[src/supply_cfg.svh]
// Offsets, field positions, reset values and timing constants of the alarm indicator block.
`ifndef SUPPLY_CFG_SVH
`define SUPPLY_CFG_SVH

// ==========================================================================
// Register byte addresses
`define REG_CTRL 8'h00
`define REG_FLAGS 8'h04
`define REG_EVENTS 8'h08
`define REG_LINES 8'h0c

// ==========================================================================
// Reset values
`define CTRL_BLINK_RESET 16'h00fa
`define MODE_RESET 1'b1

// ==========================================================================
// Condition flag positions
`define FLAG_COUNT 14
`define F_THERM_WARN 0
`define F_THERM_SHUT 1
`define F_FAN_A 2
`define F_FAN_B 3
`define F_INPUT_ABSENT 4
`define F_INPUT_LIMITS 5
`define F_FUSE 6
`define F_BOOST 7
`define F_OV_LATCH 8
`define F_OVERLOAD 9
`define F_INTERNAL 10
`define F_STANDBY 11
`define F_SERVICE_REQ 12
`define F_COMM_LOST 13

// ==========================================================================
// Timing
`define CLOCK_PERIOD_NS 8
`define PG_PULSE_TIME_NS 1000000
`define PG_PULSE_CYCLES (`PG_PULSE_TIME_NS / `CLOCK_PERIOD_NS)
`define PG_PULSE_WIDTH 17
`define BLINK_WIDTH 16

`endif

[src/supply_pkg.sv]
// Types shared by the alarm indicator block.
package supply_pkg;

   typedef enum logic [0:0]
   {
      MODE_MULTIDROP = 1'b0,
      MODE_SERIAL = 1'b1
   } mgmt_mode_t;

endpackage

[src/alarm_indicator.sv]
// Front panel LED and alarm line logic of a rack power supply.
//
// Summary of operation
// Thermal warning lights amber, pulls warning line
// Thermal shutdown: output off, amber, red, lines low
// Fuse, boost, overvoltage: output off, red, lines
// Single fan faults; two fans force shutdown
// Input out of limits blinks input LED
// Overload blinks output LED, pulses power-good 1 ms
// Internal non-fatal fault: red LED, fault low
// Serial mode service request blinks amber LED
// Multidrop communication loss blinks red LED only
// Standby: output off, power-good low, present low
// Power-good warning low before output loss
// Fault line high normally, low on fault
// Outside party grounds on/off to enable output; multidrop mode ignores the pin
// Protocol select input picks management mode
// Interlock gates the main output
// Slot select level gives low address bits
// Most severe condition wins; common blink period
// Active low alert on any new flag
//
// Design decisions made here: the strobed register port and the address map.
`timescale 1ns/1ns
`include "supply_cfg.svh"
module alarm_indicator
   import supply_pkg::*;
#(
   parameter int PULSE_CYCLES = `PG_PULSE_CYCLES
)
(
   // Clock and reset
   input wire logic i_clock,
   input wire logic i_resetn,
   // Register port
   input wire logic [7:0] i_address,
   input wire logic [31:0] i_write_data,
   input wire logic i_write_strobe,
   input wire logic i_read_strobe,
   output logic [31:0] o_read_data,
   // Condition flags from the power train
   input wire logic i_therm_warn,
   input wire logic i_therm_shutdown,
   input wire logic i_fan_a_fault,
   input wire logic i_fan_b_fault,
   input wire logic i_input_absent,
   input wire logic i_input_out_of_limits,
   input wire logic i_fuse_blown,
   input wire logic i_boost_fail,
   input wire logic i_ov_latched,
   input wire logic i_overload,
   input wire logic i_internal_fault,
   input wire logic i_remote_standby,
   input wire logic i_service_request,
   input wire logic i_comm_lost,
   // Control pins
   input wire logic i_output_on_request_n,
   input wire logic i_interlock_mated,
   input wire logic i_protocol_open,
   input wire logic [3:0] i_slot_address_level,
   input wire logic [3:0] i_shelf_address_level,
   // Open drain alarm lines
   input wire logic i_fault_n_in,
   output logic o_fault_n_out,
   output logic o_fault_n_oe_n,
   input wire logic i_overtemp_warn_n_in,
   output logic o_overtemp_warn_n_out,
   output logic o_overtemp_warn_n_oe_n,
   input wire logic i_output_loss_warn_n_in,
   output logic o_output_loss_warn_n_out,
   output logic o_output_loss_warn_n_oe_n,
   input wire logic i_alert_n_in,
   output logic o_alert_n_out,
   output logic o_alert_n_oe_n,
   // Front panel LEDs, high is lit
   output logic o_led_input,
   output logic o_led_output,
   output logic o_led_service,
   output logic o_led_fault,
   // Status outputs
   output logic o_module_inserted_out,
   output logic o_main_output_enable,
   output logic [3:0] o_slot_address,
   output logic o_mode_serial
);

   generate
      if (PULSE_CYCLES < 1 || PULSE_CYCLES >= (1 << `PG_PULSE_WIDTH))
      begin : g_bad_pulse
         $error("PULSE_CYCLES out of range for the pulse counter");
      end
   endgenerate

   // A steady request beats a blinking one.
   function automatic logic led_pick(input logic steady, input logic blinking, input logic phase);
      led_pick = steady | (blinking & phase);
   endfunction

   // ======================================================================
   // Registers and timebases
   logic [`BLINK_WIDTH-1:0] blink_half_r;
   logic [`FLAG_COUNT-1:0] flags_prev_r;
   logic [`FLAG_COUNT-1:0] events_r;
   logic [`FLAG_COUNT-1:0] events_nxt;
   logic pulse_phase_r;
   logic blink_phase_r;
   mgmt_mode_t mode_r;
   logic ms_tick;
   logic blink_tick;

   tick_divider #(.WIDTH(`PG_PULSE_WIDTH)) u_ms_divider
   (
      .i_clock(i_clock),
      .i_resetn(i_resetn),
      .i_enable(1'b1),
      .i_limit(PULSE_CYCLES[`PG_PULSE_WIDTH-1:0]),
      .o_tick(ms_tick)
   );

   // The blink period counts milliseconds so one short register covers seconds.
   tick_divider #(.WIDTH(`BLINK_WIDTH)) u_blink_divider
   (
      .i_clock(i_clock),
      .i_resetn(i_resetn),
      .i_enable(ms_tick),
      .i_limit(blink_half_r),
      .o_tick(blink_tick)
   );

   // ======================================================================
   // Condition decode
   wire [`FLAG_COUNT-1:0] flags = {i_comm_lost, i_service_request, i_remote_standby, i_internal_fault,
      i_overload, i_ov_latched, i_boost_fail, i_fuse_blown, i_input_out_of_limits, i_input_absent,
      i_fan_b_fault, i_fan_a_fault, i_therm_shutdown, i_therm_warn};
   wire serial_mode = (mode_r == MODE_SERIAL);
   wire fan_any = i_fan_a_fault | i_fan_b_fault;
   wire fan_double = i_fan_a_fault & i_fan_b_fault;
   wire shutdown = i_therm_shutdown | i_fuse_blown | i_boost_fail | i_ov_latched | fan_double;
   wire fault_cond = shutdown | fan_any | i_internal_fault;
   wire otw_cond = i_therm_warn | i_therm_shutdown;
   wire input_bad = i_input_absent | i_input_out_of_limits;
   wire on_ok = !serial_mode || !i_output_on_request_n;
   wire output_en = on_ok & i_interlock_mated & !shutdown & !i_remote_standby & !input_bad;
   wire pg_low = shutdown | fan_any | !output_en;
   wire pg_drive_low = pg_low | (i_overload & pulse_phase_r);
   wire led_in_nxt = led_pick(!input_bad, !i_input_absent & i_input_out_of_limits, blink_phase_r);
   wire led_out_nxt = led_pick(output_en & !i_overload, output_en & i_overload, blink_phase_r);
   wire led_svc_nxt = led_pick(otw_cond, serial_mode & i_service_request, blink_phase_r);
   wire led_flt_nxt = led_pick(fault_cond, !serial_mode & i_comm_lost, blink_phase_r);
   wire [`FLAG_COUNT-1:0] rise = flags & ~flags_prev_r;

   // ======================================================================
   // Register port decode
   wire wr_ctrl = i_write_strobe && (i_address == `REG_CTRL);
   wire wr_events = i_write_strobe && (i_address == `REG_EVENTS);
   wire [`FLAG_COUNT-1:0] ev_clear = wr_events ? i_write_data[`FLAG_COUNT-1:0] : '0;
   wire [16:0] lines_word = {i_shelf_address_level, o_slot_address, o_mode_serial, o_led_fault,
      o_led_service, o_led_output, o_led_input, i_alert_n_in, i_output_loss_warn_n_in,
      i_overtemp_warn_n_in, i_fault_n_in};
   wire [31:0] read_mux = (i_address == `REG_CTRL) ? {16'h0000, blink_half_r} :
      (i_address == `REG_FLAGS) ? {18'h00000, flags} :
      (i_address == `REG_EVENTS) ? {18'h00000, events_r} :
      (i_address == `REG_LINES) ? {15'h0000, lines_word} : 32'h00000000;

   // A new event beats a clear written in the same cycle.
   assign events_nxt = (events_r & ~ev_clear) | rise;

   // ======================================================================
   // State
   always_ff @(posedge i_clock)
   begin
      if (!i_resetn)
      begin
         blink_half_r <= `CTRL_BLINK_RESET;
         flags_prev_r <= '0;
         events_r <= '0;
         pulse_phase_r <= 1'b0;
         blink_phase_r <= 1'b0;
         mode_r <= MODE_SERIAL;
         o_read_data <= 32'h00000000;
      end
      else
      begin
         if (wr_ctrl)
            blink_half_r <= i_write_data[`BLINK_WIDTH-1:0];
         flags_prev_r <= flags;
         events_r <= events_nxt;
         if (ms_tick)
            pulse_phase_r <= !pulse_phase_r;
         if (blink_tick)
            blink_phase_r <= !blink_phase_r;
         mode_r <= i_protocol_open ? MODE_SERIAL : MODE_MULTIDROP;
         o_read_data <= i_read_strobe ? read_mux : 32'h00000000;
      end
   end

   // ======================================================================
   // Pin outputs
   always_ff @(posedge i_clock)
   begin
      if (!i_resetn)
      begin
         o_fault_n_oe_n <= 1'b1;
         o_overtemp_warn_n_oe_n <= 1'b1;
         o_output_loss_warn_n_oe_n <= 1'b0;
         o_alert_n_oe_n <= 1'b1;
         o_led_input <= 1'b0;
         o_led_output <= 1'b0;
         o_led_service <= 1'b0;
         o_led_fault <= 1'b0;
         o_main_output_enable <= 1'b0;
         o_slot_address <= 4'h0;
         o_mode_serial <= `MODE_RESET;
      end
      else
      begin
         o_fault_n_oe_n <= !fault_cond;
         o_overtemp_warn_n_oe_n <= !otw_cond;
         o_output_loss_warn_n_oe_n <= !pg_drive_low;
         o_alert_n_oe_n <= !(|events_r);
         o_led_input <= led_in_nxt;
         o_led_output <= led_out_nxt;
         o_led_service <= led_svc_nxt;
         o_led_fault <= led_flt_nxt;
         o_main_output_enable <= output_en;
         o_slot_address <= i_slot_address_level;
         o_mode_serial <= serial_mode;
      end
   end

   // Open drain lines only ever pull low.
   assign o_fault_n_out = 1'b0;
   assign o_overtemp_warn_n_out = 1'b0;
   assign o_output_loss_warn_n_out = 1'b0;
   assign o_alert_n_out = 1'b0;
   assign o_module_inserted_out = 1'b0;

   // ======================================================================
   // Checks
   wire ovl_only = i_overload & !pg_low;
   // Service and link blinks may share the panel, so they are kept out of the input limit check.
   wire oor_only = i_input_out_of_limits & !i_input_absent & !fault_cond & !otw_cond & !i_service_request & !i_comm_lost;
   wire sby_only = i_remote_standby & !fault_cond & !input_bad;
endmodule

[src/tick_divider.sv]
// Enabled cycle counter that emits one pulse every limit enabled cycles.
`timescale 1ns/1ns
module tick_divider
#(
   parameter int WIDTH = 16
)
(
   // Clock and reset
   input wire logic i_clock,
   input wire logic i_resetn,
   // Rate control
   input wire logic i_enable,
   input wire logic [WIDTH-1:0] i_limit,
   // Tick
   output logic o_tick
);

   generate
      if (WIDTH < 1)
      begin : g_bad_width
         $error("tick_divider width must be at least one");
      end
   endgenerate

   logic [WIDTH-1:0] count_r;
   logic [WIDTH-1:0] count_inc;
   logic wrap;

   // A limit of zero or one ticks on every enabled cycle.
   assign count_inc = count_r + {{(WIDTH-1){1'b0}}, 1'b1};
   assign wrap = i_enable && (count_inc >= i_limit);
   assign o_tick = wrap;

   always_ff @(posedge i_clock)
   begin
      if (!i_resetn)
         count_r <= '0;
      else if (wrap)
         count_r <= '0;
      else if (i_enable)
         count_r <= count_inc;
   end

endmodule

[config.mk]
export PLATFORM = sky130hd
export DESIGN_NAME = alarm_indicator
export DESIGN_NICKNAME = d
export VERILOG_FILES = /design/src/supply_pkg.sv /design/src/alarm_indicator.sv /design/src/tick_divider.sv
export VERILOG_INCLUDE_DIRS = /design/src
export SDC_FILE = /design/constraint.sdc
export NUM_CORES = 1
export LEC_CHECK = 0
export ABC_AREA = 0
export BUFFER_PORTS_ARGS = -buffer_cell sky130_fd_sc_hd__buf_4
export CAP_MARGIN = 10
export CORE_ASPECT_RATIO = 0.5
export CORE_MARGIN = 2
export CORE_UTILIZATION = 59
export DETAILED_ROUTE_END_ITERATION = 10
export GPL_TIMING_DRIVEN = 0
export PLACE_DENSITY_LB_ADDON = 0.05
export SKIP_LAST_GASP = 1
export SLEW_MARGIN = 15
export SYNTH_ARGS = -nofsm -noshare
export SYNTH_HDL_FRONTEND = slang
export SYNTH_HIERARCHICAL = 1
export SYNTH_SLANG_ARGS = --single-unit
[constraint.sdc]
create_clock -name i_clock -period 7.05 [get_ports i_clock]
set_clock_uncertainty 0.15 [all_clocks]
set_input_delay 0.3525 -clock i_clock [delete_from_list [all_inputs] [get_ports i_clock]]
set_output_delay 0.3525 -clock i_clock [all_outputs]
set_load 0.02 [all_outputs]
==> results.sh, run 1 <==
export IMPL_n_antenna_cell=0
export IMPL_coreArea_um2=10100
export IMPL_track_usage_pct=28.0
export IMPL_cts_tree="built"
export IMPL_clk_path_buf_depth=2
export IMPL_arrival_ps=4690
export IMPL_final_min_clock_period_ps=4610
export IMPL_dp_hpwl_um=11800
export IMPL_hold_viol_final=0
export IMPL_place_area_um2=7040
export IMPL_synthCells=722
export IMPL_nets=970
export IMPL_cts_made_buffers=9
export IMPL_tns_ps=0
export IMPL_grt_use_met1_pct=34.5
export IMPL_synth_distinct_cells=58
export IMPL_crit_path_end_kind="flop"
export IMPL_path_cells="and4_1 -> and4_4 -> nand3_2 -> xnor2_1 -> ha_1 -> nand4_1 -> nor4_1 -> a221o_1 -> a21oi_2 -> buf_4 -> a21oi_1 -> clkbuf_2 -> inv_1 -> nor3_2 -> and4_1 -> xnor2_1 -> nor2_1"
export IMPL_multi_input_area_um2=3440
export IMPL_die_w_um=147
export IMPL_viasPerCell=5.41
export IMPL_pwr_density_cell_nw_per_um2=178
export IMPL_clkLatencyLatePin_ps=350
export IMPL_syn2layout_area_growth_pct=21.4
export IMPL_synth_edf_count=0
export IMPL_synth_async_reset_ratio_pct=0
export IMPL_drc_errors=0
export IMPL_post_cts_resized=0
export IMPL_clk_pin_slew_ps=80
export IMPL_slew_limit_headroom_pct=56.9
export IMPL_rsz0062_at_grt="false"
export IMPL_final_area_um2=7350
export IMPL_peakVddDrop_mv=0.195
export IMPL_use_met2_pct=51.0
export IMPL_ys_ff_latch=111
export IMPL_ys_flop_type="dfxtp_1"
export IMPL_placementRows=26
export IMPL_syn_area_um2=6050
export IMPL_chipHeight_um=75.6
export IMPL_antenna_found_initial=0
export IMPL_status="finished, final reports clean"
export IMPL_wl_um=15500
export IMPL_root_buffer="clkbuf_16"
export IMPL_synth_top_cell_by_area="dfxtp_1"
export IMPL_synth_yosys_seq_area_share_pct=36.7
export IMPL_htreeDepth=3
export IMPL_synth_top_area_share_pct=36.7
export IMPL_grt_max_degree=23
export IMPL_drt_iter0_drc=315
export IMPL_busiest_layer="met2"
export IMPL_seqCellArea_um2=2220
export IMPL_grt_pass1_wl_um=24300
export IMPL_drive_gt1_share_pct=19.5
export IMPL_postCtsSetupRepairBufs=0
export IMPL_fmax_mhz=217
export IMPL_place_gp_congestion=0.886
export IMPL_syn_avg_cell_area_um2=8.38
export IMPL_p_leak_nw=3.38
export IMPL_cp_start_kind="flop"
export IMPL_die_area_um2=11100
export IMPL_regToRegSetupSlack_ps=2440
export IMPL_grt_use_met3_pct=6.89
export IMPL_worst_pin_slew_ps=642
export IMPL_initial_utilization_pct=60.0
export IMPL_fin_crit_sh_pct=65.4
export IMPL_portBuffers=87
export IMPL_synthTopCellsByArea="dfxtp_1 (37%), ha_1 (7.2%), nand2_1 (5.0%)"
export IMPL_synth_warnings=6
export IMPL_setup_viol=0
export IMPL_drt_pass1_iterations=5
export IMPL_cts_sinks=111
export IMPL_grt_pass1_vias=5052
export IMPL_critPathRequiredTime_ps=7130
export IMPL_max_stage_delay_ps=490
export IMPL_wl_per_cell_um=15.4
export IMPL_overflow=0
export IMPL_crit_path_top_delay_cell="dfxtp_1"
export IMPL_hold_buffers=0
export IMPL_ant_nets=0
export IMPL_crit_fanout=10
export IMPL_vias=5449
export IMPL_io_pins=124
export IMPL_slew_viol_final=0
export IMPL_num_fill_cells=855
export IMPL_hold_path_class="in2reg"
export IMPL_crit_type="reg2reg"
export IMPL_cap_violations=0
-- worst max-delay path, delay by kind of cell, from the launching register on --
| kind | cells | cell delay [ps] |
|---|---|---|
| compound gates | 3 | 640 |
| simple gates | 8 | 2000 |
| buf+inv | 3 | 600 |
| fa+ha+maj | 1 | 320 |
| xor+xnor | 2 | 300 |
| flops | 1 | 490 |
-- power breakdown --
part / internal [W] / total, W / switching, W
Sequential: 0.000644 / 0.000656 / 0.0000122
Clock: 0.000255 / 0.000516 / 0.000261
Combinational: 0.0000623 / 0.000139 / 0.0000769
-- per-layer routing --
metal  vias up  part of all wire, %
li1       2709                    -
met1      2539                   44
met2       185                   47
met3        16                  8.0
met4         0                  1.2
met5         -                    0
-- registers in the layout, indices dropped and copies added (netlist names), 4 cells and up --
| register | cells |
|---|---|
| blink_half_r | 16 |
| events_r | 14 |
| flags_prev_r | 14 |
| o_read_data | 17 |
| o_slot_address | 4 |
| u_blink_divider/count_r | 16 |
| u_ms_divider/count_r | 17 |
-- cell type report --
| class | instances | area share (%) |
|---|---|---|
| Clock inverter | 7 | 1.14 |
| Buffer | 58 | 4.74 |
| Sequential cell | 111 | 30.3 |
| Tap cell | 140 | 2.38 |
| Clock buffer | 9 | 3.07 |
| Timing Repair Buffer | 87 | 8.89 |
| Multi-Input combinational cell | 542 | 46.8 |
| Inverter | 53 | 2.71 |
-- worst paths after layout --
kind | startpoint | end | cells after the start
worst min-delay path | i_protocol_open | mode_r | 2
worst min register to register | blink_half_r[11] | blink_half_r[11] | 2
worst max-delay path | u_ms_divider/count_r[6] | u_blink_divider/count_r[9] | 17
worst max register to register | u_ms_divider/count_r[6] | u_blink_divider/count_r[9] | 17
-- placed cells by master (no fill, tap or decap), types with 3 or more instances in the layout --
master,instances
buf_4,115
dfxtp_1,111
nand2_1,80
inv_1,53
nand3_1,47
conb_1,44
a21oi_1,42
ha_1,35
nor2_1,33
xor2_1,24
and2_1,23
xnor2_1,21
nand2b_1,18
clkbuf_1,18
a22oi_1,17
nand4_1,15
a22o_1,14
a31o_1,13
o21ai_1,12
and3_1,11
o21ai_0,10
nor2_2,10
clkbuf_16,9
and4_1,7
buf_2,7
nand3b_1,7
a31oi_1,6
nor3_1,5
nor4_1,5
nand4b_1,5
nor2b_1,4
or3_1,3
nor3_2,3
inv_8,3
-- through the flow --
stage               setup slack, ps  power (W)  util (%)  std cells  hold slack, ps
global placement               2700   0.000803      69.8        991             306
floorplan                      3330   0.000748         -        764             292
detailed placement             2640   0.000806      69.8        991             309
finish                         2440    0.00131      72.8       1007            31.1
CTS                            2550    0.00132      72.8       1007            26.5
global route                   2190    0.00136      72.8       1007            33.1
-- cell usage after synthesis (5+ instances only) --
cell      instances
buf_4            28
nand2b_1         18
buf_2             7
o21ai_0          10
inv_1            53
xor2_1           24
a31o_1           13
nor3_1            5
a21oi_1          42
nand3b_1          7
nand2_1          80
nor2_2           10
clkbuf_1         18
and3_1           11
ha_1             35
nor2_1           33
nand4b_1          5
o21ai_1          12
xnor2_1          21
nand4_1          15
a22oi_1          17
and4_1            7
a31oi_1           6
and2_1           23
dfxtp_1         111
nand3_1          47
nor4_1            5
a22o_1           14
-- cells by family (layout without fill, tap and decap cells) --
group,after synthesis,count (layout),synth area share [%]
simple gates,287,287,25.6
compound gates,130,130,14.6
flops,111,111,36.7
buf+inv,111,214,9.04
xor+xnor,45,45,6.51
fa+ha+maj,35,35,7.24
other cells,2,44,0.124
mux,1,1,0.165
Note: power is estimated with default switching activity, not from simulation.
==> run 2: changes to the inputs <==
--- a/config.mk
+++ b/config.mk
@@ -6,12 +6,12 @@
 export SDC_FILE = /design/constraint.sdc
 export NUM_CORES = 1
 export LEC_CHECK = 0
-export ABC_AREA = 0
+export ABC_AREA = 1
 export BUFFER_PORTS_ARGS = -buffer_cell sky130_fd_sc_hd__buf_4
 export CAP_MARGIN = 10
 export CORE_ASPECT_RATIO = 0.5
 export CORE_MARGIN = 2
-export CORE_UTILIZATION = 59
+export CORE_UTILIZATION = 51
 export DETAILED_ROUTE_END_ITERATION = 10
 export GPL_TIMING_DRIVEN = 0
 export PLACE_DENSITY_LB_ADDON = 0.05
==> constraint.sdc (replaced) <==
create_clock -name i_clock -period 3.97 [get_ports i_clock]
set_clock_uncertainty 0.15 [all_clocks]
set_input_delay 0.1985 -clock i_clock [delete_from_list [all_inputs] [get_ports i_clock]]
set_output_delay 0.1985 -clock i_clock [all_outputs]
set_load 0.02 [all_outputs]
==> run 2 against run 1 <==
  * Critical path depth rose by 5
  * Clock-buffer cell count did not move
  * Total power rose by 96%
  * Sequential share of layout area fell by 3.3 points
==> results.sh, run 2 <==
export IMPL_clkLatencyLatePin_ps=370
export IMPL_synthTopCellsByArea="dfxtp_1 (34%), nand2_1 (15%), inv_1 (8.2%)"
export IMPL_crit_fanout=10
export IMPL_final_min_clock_period_ps=3570
export IMPL_reg_top3="o_read_data (17), u_ms_divider/count_r (17)"
export IMPL_placementRows=29
export IMPL_synth_yosys_seq_area_share_pct=33.7
export IMPL_p_switching_w=0.000761
export IMPL_ys_ff_latch=111
export IMPL_post_place_cells=1273
export IMPL_dp_hpwl_um=13000
export IMPL_tns_ps=0
export IMPL_cellInternalPower_w=0.00181
export IMPL_clk_pin_slew_ps=70
export IMPL_synth_top_area_share_pct=33.7
export IMPL_n_antenna_cell=0
export IMPL_drive_gt1_share_pct=18.2
export IMPL_drt_iter0_drc=321
export IMPL_portBuffers=87
export IMPL_ys_flop_type="dfxtp_1"
export IMPL_switching_share_pct=29.6
export IMPL_p_leak_nw=4.55
export IMPL_place_gp_congestion=0.870
export IMPL_cts_tree="built"
export IMPL_syn_area_um2=6590
export IMPL_track_usage_pct=25.2
export IMPL_grt_pass1_wl_um=27800
export IMPL_final_common_cell="nand2_1"
export IMPL_layout_common_cells="nand2_1 (272), inv_1 (144), nor2_1 (117)"
export IMPL_combPwrFrac_pct=17.0
export IMPL_ant_nets=0
export IMPL_overflow=0
export IMPL_slew_limit_headroom_pct=62.2
export IMPL_hold_slack_ps=16.1
export IMPL_synth_async_reset_ratio_pct=0
export IMPL_arrival_ps=3660
export IMPL_crit_path_end_kind="flop"
export IMPL_wl_um=16600
export IMPL_chipHeight_um=84.4
export IMPL_nets=1256
export IMPL_syn_avg_cell_area_um2=6.75
export IMPL_setup_viol=0
export IMPL_synth_edf_count=0
export IMPL_syn2layout_area_growth_pct=25.3
export IMPL_hold_path_class="in2reg"
export IMPL_pwr_share_seq_pct=46.8
export IMPL_crit_type="reg2reg"
export IMPL_synth_top_cell_by_area="dfxtp_1"
export IMPL_die_area_um2=13900
export IMPL_clk_path_buf_depth=2
export IMPL_grt_max_degree=23
export IMPL_drt_pass1_iterations=5
export IMPL_synth_warnings=6
export IMPL_fin_crit_sh_pct=89.9
export IMPL_ys_top_cells_by_count="nand2_1 (272), inv_1 (144), nor2_1 (117)"
export IMPL_final_area_um2=8250
export IMPL_cts_made_buffers=9
export IMPL_wl_per_cell_um=12.6
export IMPL_synthCells=976
export IMPL_root_buffer="clkbuf_16"
export IMPL_initial_utilization_pct=52.2
export IMPL_place_area_um2=7600
export IMPL_fmax_mhz=280
export IMPL_critPathRequiredTime_ps=4060
export IMPL_hold_viol_final=0
export IMPL_io_pins=124
export IMPL_worst_pin_slew_ps=567
export IMPL_synthMostInstantiatedCell="nand2_1"
export IMPL_rsz0062_at_grt="false"
export IMPL_final_cells=1323
export IMPL_htreeDepth=3
export IMPL_coreArea_um2=12600
export IMPL_slew_viol_final=0
export IMPL_cts_sinks=111
export IMPL_viasPerCell=4.76
export IMPL_pwr_density_cell_nw_per_um2=312
export IMPL_peakVddDrop_mv=0.209
export IMPL_vias=6300
export IMPL_total_power_w=0.00257
export IMPL_drc_errors=0
export IMPL_die_w_um=165
export IMPL_antenna_found_initial=0
export IMPL_synth_distinct_cells=37
export IMPL_postCtsSetupRepairBufs=0
export IMPL_cp_start_kind="flop"
export IMPL_grt_pass1_vias=5970
export IMPL_status="finished, final reports clean"
export IMPL_pwr_share_clk_pct=36.2
export IMPL_cap_violations=0
run 2: timing repair:
action | 4_1_cts | 5_1_grt
hold buffers | 34 | 0
resized for setup | 0 | 0
endpoints found under the hold margin | 45 | 0
run 2: kinds of logic (layout without fill, tap and decap cells):
logic type	count (synthesis)	after routing	share of synthesized area [%]
flops	111	111	33.7
other cells	2	42	0.114
xor+xnor	18	18	2.62
mux	4	4	0.608
fa+ha+maj	35	35	6.65
compound gates	57	57	4.46
buf+inv	199	336	14.3
simple gates	550	550	37.6
run 2: path summary, 6_finish.rpt:
kind                       startpoint                           to  slack, ps  cells past startpoint
max           u_ms_divider/count_r[0]  u_blink_divider/count_r[14]        400                     22
min          i_shelf_address_level[1]              o_read_data[14]         20                      3
max reg2reg   u_ms_divider/count_r[0]  u_blink_divider/count_r[14]        400                     22
min reg2reg           flags_prev_r[2]                  events_r[2]        320                      2
run 2: area by class of cell:
cell class,count,area (um^2)
buffer,50,380
clock buffer,9,225
clock inverter,7,82.6
fill,1173,4370
inverter,149,559
multi-input combinational,706,3580
sequential,111,2220
tap,170,213
timing repair buffer,121,993
run 2: layer usage:
layer / up-vias / track usage (%) / part of all wire [%]
li1: 3275 / - / -
met1: 2840 / 32.3 / 46
met2: 162 / 43.6 / 47
met3: 23 / 5.43 / 5.5
met4: 0 / 6.01 / 1.3
met5: - / 0 / 0
run 2: power by group through the flow:
stage / registers [W] / logic (W) / clock network, W
global placement: 0.00123 / 0.000393 / 0
CTS: 0.00120 / 0.000431 / 0.000955
floorplan: 0.00123 / 0.000273 / 0
detailed placement: 0.00123 / 0.000403 / 0
finish: 0.00120 / 0.000437 / 0.000931
global route: 0.00121 / 0.000495 / 0.000989
run 2: through the flow:
stage               worst slack, ps  utilization [%]
floorplan                      1080                -
global placement                523             60.2
detailed placement              450             60.2
CTS                             435             65.4
global route                   32.8             65.4
finish                          401             65.4
run 2: critical path: stages (launching register included):
cell and delay (ps):
dfxtp_1 410, ha_1 190, nand2_1 70, inv_2 80, nand2_1 90, nor3_2 250
nand3_1 110, nand2_1 100, inv_1 50, ha_1 290, nand2_1 60, nor2_1 150
nand2_1 100, nor2_1 120, nor2_1 50, nand3_1 90, nand2_1 100, inv_1 190
buf_2 280, nand2_1 130, nand2_2 160, buf_4 220, nor2_1 50
